$ cat src/core/data_space_consts.svh
// Purpose: Address constants for the data space decoder.
// Assumes: 16-bit external data addresses, 7-bit internal RAM addresses.
// Notes: Windows are inclusive start and stop addresses.
`ifndef DATA_SPACE_CONSTS_SVH
`define DATA_SPACE_CONSTS_SVH
`define XRAM_LO 16'h8000
`define XRAM_HI 16'h83FF
`define SCU_LO 16'h9000
`define SCU_HI 16'h9002
`define CAL_LO 16'h9100
`define CAL_HI 16'h9133
`define WDU_LO 16'h9180
`define WDU_HI 16'h9181
`define LCD_LO 16'h9200
`define LCD_HI 16'h9220
`define MSP_LO 16'h9300
`define MSP_HI 16'h9338
`define SPI_LO 16'h9400
`define SPI_HI 16'h9403
`define MIO_LO 16'h9500
`define MIO_HI 16'h951F
`define MIO_SMALL_HI 16'h951A
`define PROG_HI 16'h5FFF
`define BANK_TOP 8'h1F
`define BIT_BASE 8'h20
`define DIRECT_TOP 8'h7F
`define SPECIAL_REG_BASE 8'h80
`endif

$ cat src/core/data_space_pkg.sv
// Purpose: Types for the data space decoder.
// Assumes: Nothing beyond the constants header.
// Notes: Target codes order the select vector.
package data_space_pkg;
    typedef enum logic [3:0] {
        TGT_NONE, TGT_XRAM, TGT_SCU, TGT_CAL, TGT_WDU, TGT_LCD, TGT_MSP, TGT_SPI, TGT_MIO
    } target_t;
    typedef enum logic [1:0] {
        IMODE_DIRECT, IMODE_REGISTER, IMODE_INDIRECT
    } imode_t;
endpackage

$ cat src/core/mcu_data_space_decoder.sv
// Purpose: Decodes core external data and internal RAM accesses.
// Assumes: Core requests are synchronous to MCLK and one cycle long.
// Notes: All outputs are registered, so selects follow a request by one cycle and read data by two.
// Contract
// 8000h-83FFh maps to external data RAM
// Control, calendar and watchdog windows routed
// LCD, metering, SPI, I/O windows routed
// Larger-variant I/O addresses ignored on small
// 128 byte RAM, all directly addressable
// Four banks of eight registers, status-word select
// Bit n selects bit n mod 8
// 30h-7Fh only via direct address
// Only registers 0 and 1 are pointers
// Program reads limited to 24 kB region
// Indirect external access takes port two high
// Direct upper range selects function registers
// Unmapped reads zero, writes ignored
// One select, one cycle, data aligned
`include "data_space_consts.svh"
`timescale 1ns/1ns
`default_nettype none
module mcu_data_space_decoder #(
    parameter bit LARGE_VARIANT = 1'b1
) (
    input wire logic MCLK,
    input wire logic RST_N,
    input wire logic SYNC_RST,
    input wire logic XREQ,
    input wire logic XWRITE,
    input wire logic XUSE_RI,
    input wire logic [15:0] XADDR,
    input wire logic [7:0] RI_VALUE,
    input wire logic [7:0] PORT_TWO_REGISTER,
    input wire logic [7:0] XWDATA,
    input wire logic [7:0] XRDATA_IN,
    input wire logic PREQ,
    input wire logic [15:0] PADDR,
    input wire logic IREQ,
    input wire logic [1:0] IMODE,
    input wire logic [7:0] IOPERAND,
    input wire logic [1:0] BANK_SEL,
    input wire logic IBIT,
    input wire logic [6:0] IBITADDR,
    output logic [8:0] XSEL,
    output logic [15:0] XADDR_OUT,
    output logic [7:0] XWDATA_OUT,
    output logic XWR_STB,
    output logic [7:0] XRDATA,
    output logic PSEL,
    output logic [15:0] PADDR_OUT,
    output logic ISEL_RAM,
    output logic ISEL_SPECIAL_FUNCTION_REGISTER,
    output logic [6:0] IADDR_OUT,
    output logic [2:0] IBIT_POS,
    output logic IBIT_OP,
    output logic IERR
);
    function automatic logic in_win(input logic [15:0] a, input logic [15:0] lo, input logic [15:0] hi);
        in_win = (a >= lo) && (a <= hi);
    endfunction

    logic [15:0] xa;
    data_space_pkg::target_t tgt;
    logic [8:0] xsel_r, xsel_nxt;
    logic [15:0] xaddr_r, xaddr_nxt;
    logic [7:0] xwdata_r, xwdata_nxt;
    logic xwr_r, xwr_nxt;
    logic [7:0] xrdata_r, xrdata_nxt;
    logic psel_r, psel_nxt;
    logic [15:0] paddr_r, paddr_nxt;
    logic iram_r, iram_nxt, isfr_r, isfr_nxt, ibop_r, ibop_nxt, ierr_r, ierr_nxt;
    logic [6:0] iaddr_r, iaddr_nxt;
    logic [2:0] ibpos_r, ibpos_nxt;

    always_comb begin
        xa = XUSE_RI ? {PORT_TWO_REGISTER, RI_VALUE} : XADDR;
        tgt = data_space_pkg::TGT_NONE;
        if (in_win(xa, `XRAM_LO, `XRAM_HI)) begin
            tgt = data_space_pkg::TGT_XRAM;
        end else if (in_win(xa, `SCU_LO, `SCU_HI)) begin
            tgt = data_space_pkg::TGT_SCU;
        end else if (in_win(xa, `CAL_LO, `CAL_HI)) begin
            tgt = data_space_pkg::TGT_CAL;
        end else if (in_win(xa, `WDU_LO, `WDU_HI)) begin
            tgt = data_space_pkg::TGT_WDU;
        end else if (in_win(xa, `LCD_LO, `LCD_HI)) begin
            tgt = data_space_pkg::TGT_LCD;
        end else if (in_win(xa, `MSP_LO, `MSP_HI)) begin
            tgt = data_space_pkg::TGT_MSP;
        end else if (in_win(xa, `SPI_LO, `SPI_HI)) begin
            tgt = data_space_pkg::TGT_SPI;
        end else if (in_win(xa, `MIO_LO, LARGE_VARIANT ? `MIO_HI : `MIO_SMALL_HI)) begin
            tgt = data_space_pkg::TGT_MIO;
        end
        xsel_nxt = '0;
        xaddr_nxt = xaddr_r;
        xwdata_nxt = xwdata_r;
        xwr_nxt = 1'b0;
        xrdata_nxt = xrdata_r;
        if (XREQ) begin
            xaddr_nxt = xa;
            xwdata_nxt = XWDATA;
            xrdata_nxt = 8'h00;
            if (tgt != data_space_pkg::TGT_NONE) begin
                xsel_nxt[4'(tgt) - 4'h1] = 1'b1;
                xwr_nxt = XWRITE;
            end
        end else if (xsel_r != 9'h000 && !xwr_r) begin
            // Read data returns from the selected target in the cycle after the select.
            xrdata_nxt = XRDATA_IN;
        end
        if (SYNC_RST) begin
            xsel_nxt = '0;
            xwr_nxt = 1'b0;
        end
    end

    always_comb begin
        psel_nxt = PREQ && (PADDR <= `PROG_HI);
        paddr_nxt = PREQ ? PADDR : paddr_r;
        if (SYNC_RST) begin
            psel_nxt = 1'b0;
        end
    end

    always_comb begin
        iram_nxt = 1'b0;
        isfr_nxt = 1'b0;
        ibop_nxt = 1'b0;
        ierr_nxt = 1'b0;
        iaddr_nxt = iaddr_r;
        ibpos_nxt = 3'h0;
        if (IREQ) begin
            if (IBIT) begin
                iram_nxt = 1'b1;
                ibop_nxt = 1'b1;
                iaddr_nxt = 7'(`BIT_BASE) + {3'h0, IBITADDR[6:3]};
                ibpos_nxt = IBITADDR[2:0];
            end else begin
                case (data_space_pkg::imode_t'(IMODE))
                    data_space_pkg::IMODE_REGISTER: begin
                        iram_nxt = 1'b1;
                        iaddr_nxt = {2'h0, BANK_SEL, IOPERAND[2:0]};
                    end
                    data_space_pkg::IMODE_INDIRECT: begin
                        if (IOPERAND[2:1] == 2'h0) begin
                            iram_nxt = 1'b1;
                            iaddr_nxt = {2'h0, BANK_SEL, 2'h0, IOPERAND[0]};
                        end else begin
                            ierr_nxt = 1'b1;
                        end
                    end
                    data_space_pkg::IMODE_DIRECT: begin
                        if (IOPERAND >= `SPECIAL_REG_BASE) begin
                            isfr_nxt = 1'b1;
                        end else begin
                            iram_nxt = 1'b1;
                        end
                        iaddr_nxt = IOPERAND[6:0];
                    end
                    default: begin
                        ierr_nxt = 1'b1;
                    end
                endcase
            end
        end
        if (SYNC_RST) begin
            iram_nxt = 1'b0;
            isfr_nxt = 1'b0;
            ibop_nxt = 1'b0;
            ierr_nxt = 1'b0;
        end
    end

    always_ff @(posedge MCLK or negedge RST_N) begin
        if (!RST_N) begin
            xsel_r <= '0;
            xaddr_r <= 16'h0000;
            xwdata_r <= 8'h00;
            xwr_r <= 1'b0;
            xrdata_r <= 8'h00;
        end else begin
            xsel_r <= xsel_nxt;
            xaddr_r <= xaddr_nxt;
            xwdata_r <= xwdata_nxt;
            xwr_r <= xwr_nxt;
            xrdata_r <= xrdata_nxt;
        end
    end

    always_ff @(posedge MCLK or negedge RST_N) begin
        if (!RST_N) begin
            psel_r <= 1'b0;
            paddr_r <= 16'h0000;
        end else begin
            psel_r <= psel_nxt;
            paddr_r <= paddr_nxt;
        end
    end

    always_ff @(posedge MCLK or negedge RST_N) begin
        if (!RST_N) begin
            iram_r <= 1'b0;
            isfr_r <= 1'b0;
            ibop_r <= 1'b0;
            ierr_r <= 1'b0;
            iaddr_r <= 7'h00;
            ibpos_r <= 3'h0;
        end else begin
            iram_r <= iram_nxt;
            isfr_r <= isfr_nxt;
            ibop_r <= ibop_nxt;
            ierr_r <= ierr_nxt;
            iaddr_r <= iaddr_nxt;
            ibpos_r <= ibpos_nxt;
        end
    end

    assign XSEL = xsel_r;
    assign XADDR_OUT = xaddr_r;
    assign XWDATA_OUT = xwdata_r;
    assign XWR_STB = xwr_r;
    assign XRDATA = xrdata_r;
    assign PSEL = psel_r;
    assign PADDR_OUT = paddr_r;
    assign ISEL_RAM = iram_r;
    assign ISEL_SPECIAL_FUNCTION_REGISTER = isfr_r;
    assign IADDR_OUT = iaddr_r;
    assign IBIT_POS = ibpos_r;
    assign IBIT_OP = ibop_r;
    assign IERR = ierr_r;
endmodule
`default_nettype wire

$ cat config.mk
export PLATFORM = sky130hd
export DESIGN_NAME = mcu_data_space_decoder
export DESIGN_NICKNAME = d
export VERILOG_FILES = /design/src/core/data_space_pkg.sv /design/src/core/mcu_data_space_decoder.sv
export VERILOG_INCLUDE_DIRS = /design/src /design/src/core
export SDC_FILE = /design/constraint.sdc
export NUM_CORES = 1
export LEC_CHECK = 0
export ABC_AREA = 1
export BUFFER_PORTS_ARGS = -buffer_cell sky130_fd_sc_hd__buf_2
export CAP_MARGIN = 20
export CORE_AREA = 2 2 100 102
export DETAILED_ROUTE_END_ITERATION = 10
export DIE_AREA = 0 0 102 104
export GPL_TIMING_DRIVEN = 0
export PLACE_DENSITY = 0.69
export SLEW_MARGIN = 20
export SYNTH_ARGS = -nofsm -noshare
export SYNTH_HDL_FRONTEND = slang
export SYNTH_SLANG_ARGS = --single-unit
$ cat constraint.sdc
create_clock -name MCLK -period 1.2 [get_ports MCLK]
set_input_delay 0 -clock MCLK [delete_from_list [all_inputs] [get_ports MCLK]]
set_output_delay 0 -clock MCLK [all_outputs]
set_load 0.02 [all_outputs]
==> results.toml <==
[status]
status = "complete, but fails checks"
violations = "setup timing"

[global_route]
grt_max_degree = 52
grt_overflow = 0
antenna_found_initial = 0
grt_pass1_wl_um = 20770
grt_usage_pct = 24.59
grt_pass1_vias = 4316

[placement]
placed_cells = 792
dp_hpwl_um = 8591
dp_slack_ns = -0.7098
gp_congestion = 0.9313
place_area_um2 = 4823
port_buffers = 161

[clock_network]
clk_latency_ns = 0.35
cts_sinks = 73
cts_buffers = 9
htreeDepth = 3
cts.path.max_buffers = 2
cts_tree = "yes"
clockRootBuffer = "clkbuf_8"
clk_pin_slew_worst_paths_ns = 0.08

[drt]
num_vias = 4308
ant_nets = 0
firstDrtPassIters = 4
wirelength_um = 13080
wl_per_cell_um = 14.70
via_per_inst = 4.840
first_iter_violations = 200
drc = 0

[yosys]
synth-simple-area-share_pct = 33.91
synthAdderAreaFrac_pct = 0.9993
synth.distinct_cells = 32
ys_seq_elements = 73
synth-edff-count = 0
synth_nets = 592
ys_dominant_reg_cell = "dfrtp_1"
yosysSeqAreaShare_pct = 48.63
synthTopCellsByArea = "dfrtp_1 49%, nand2_1 18%, inv_1 5.1%"
syn_area_um2 = 3756
avgSynthCellArea_um2 = 7.558
yosys_warnings = 0
synth_top_family_by_area = "simple AND/OR/NAND/NOR gates"
synth_compound_area_share_pct = 7.861
synth.most_common_cell = "nand2_1"
synth.largest_area_cell = "dfrtp_1"
synthMuxAreaShare_pct = 0
synth_top_cell_area_share_pct = 48.63
synth_cells = 497
yosys-top-cells-count = "178 x nand2_1, 73 x dfrtp_1, 51 x inv_1"
synth_xor_area_share_pct = 0
synth-async-reset-ratio_pct = 100.0

[floorplanning]
io_pins = 165
coreArea_um2 = 9549
die_y_um = 104
die_area_um2 = 10610
die_w_um = 102
rows = 36
initial_core_util_pct = 39.33

[power_and_ir_drop]
switchingPower_mw = 2.341
switching_share_pct = 35.13
power.leakage_nw = 3.320
power.internal_mw = 4.322
ir_worst_vdd_mv = 0.5385
p_seq_share_pct = 42.0
combPwrFrac_pct = 32.1
p_clk_share_pct = 25.9
p_per_area_nw_per_um2 = 1081
finalPower_mw = 6.663

[finish]
utilization_pct = 64.57
fin_nets = 847
final_area_um2 = 6166
diodes = 0
fin_cells = 890
drive_above_1_share_pct = 39.50
areaGrowthSynthToFinish_pct = 64.16

[setup_path]
arrival_ns = 1.72
crit_fanout = 7
startpoint_type = "input pin"
end_kind = "register"
path_class = "input pin to register"
crit_required_ns = 1.48

[timing]
tightest_slew_ns = 0.6211
maxSlewHeadroom_pct = 58.59
finClkSkew_ns = 0.007264
drv_slew = 0
grt_setup_unrepaired = "yes"
final.setup.tns_ns = -2.350
timing.final.ws_setup_ns = -0.2337
hold_violations = 0
clock.fmax_mhz = 697.5
period_needed_ns = 1.434
hold_ws_ns = 0.01172
fin_crit_sh_pct = 119.5
finalSetupViolCount = 17

[run]
cap_viol_max_count = 0

[hold_path]
hold_path_class = "input pin to register"
## state kept, by name, summed over array words and instances, names as in the netlist, 3 cells and up
name and count:
PADDR_OUT 16, IADDR_OUT 7, XRDATA 8, IBIT_POS 3, XWDATA_OUT 8, XSEL 9
XADDR_OUT 16
## cell usage in the layout (no fill, tap or decap), types with 18 or more instances in the layout
cell type      count
dlygate4sd3_1     62
nand2_1          152
nand2_4           23
buf_2            160
nand2_2           20
buf_4             18
o21ai_0           22
nor2_1            39
dfrtp_1           73
inv_1             50
## power by group through the flow
stage / sequential (mW) / combinational [mW] / clock, mW
floorplan: 3.11 / 0.708 / 0
global placement: 2.83 / 1.60 / 0
detailed placement: 2.83 / 1.64 / 0
CTS: 2.79 / 1.98 / 1.76
global route: 2.82 / 2.33 / 1.85
finish: 2.80 / 2.14 / 1.72
## final timing paths
| kind | startpoint | endpoint | slack, ns | cells after the start |
|---|---|---|---|---|
| min | PREQ | PADDR_OUT[13] | 0.01 | 3 |
| max reg2reg | XSEL[4] | XRDATA[1] | -0.10 | 5 |
| max | XUSE_RI | XSEL[0] | -0.23 | 18 |
| min reg2reg | PADDR_OUT[6] | PADDR_OUT[6] | 0.47 | 2 |
| max in group asynchronous | RST_N | IERR | 0.51 | 3 |
| min in group asynchronous | RST_N | PADDR_OUT[3] | 0.14 | 2 |
## cells by family after synthesis
kind of cell | after synthesis
flip-flops | 73
AND/OR/NAND/NOR | 294
buffers and inverters | 72
other | 1
AO/OA/AOI/OAI | 54
adder cells (fa/ha/maj) | 3
## layer usage
layer,vias up,GRT usage [%],routed length [µm]
li1,2063,-,-
met1,2000,29.13,5140
met2,205,41.87,6510
met3,40,5.376,1030
met4,0,11.33,403
met5,-,0,0
## area by class of cell
| type | count | area [µm²] |
|---|---|---|
| Sequential cell | 73 | 1827 |
| Fill cell | 819 | 3383 |
| Inverter | 57 | 231.5 |
| Tap cell | 133 | 166.4 |
| Multi-Input combinational cell | 352 | 1993 |
| Timing Repair Buffer | 245 | 1659 |
| Clock inverter | 5 | 31.28 |
| Clock buffer | 11 | 141.4 |
| Buffer | 14 | 116.4 |
## repair_timing
item / CTS / global route
pin swaps: 9 / 14
cloned: 1 / 1
hold endpoints to repair: 125 / 0
buffers inserted: 15 / 4
gates resized for setup: 53 / 46
setup endpoints to repair: 18 / 22
hold buffers: 62 / 0
## critical path, cell delays in order
cell and delay (ns):
buf_12 0.11, clkinv_8 0.07, clkbuf_16 0.16, nand2_8 0.06
nand2_8 0.08, nor2_4 0.13, nand2_4 0.05, nor2_4 0.15
nand2_2 0.06, nand2_1 0.05, nand2_1 0.06, nand2_2 0.10
nand2_2 0.08, nor2_4 0.15, nand2_2 0.11, nand2_4 0.10
nand2_4 0.07, nor2_2 0.10
No activity file was read; power rests on OpenSTA's default activity.
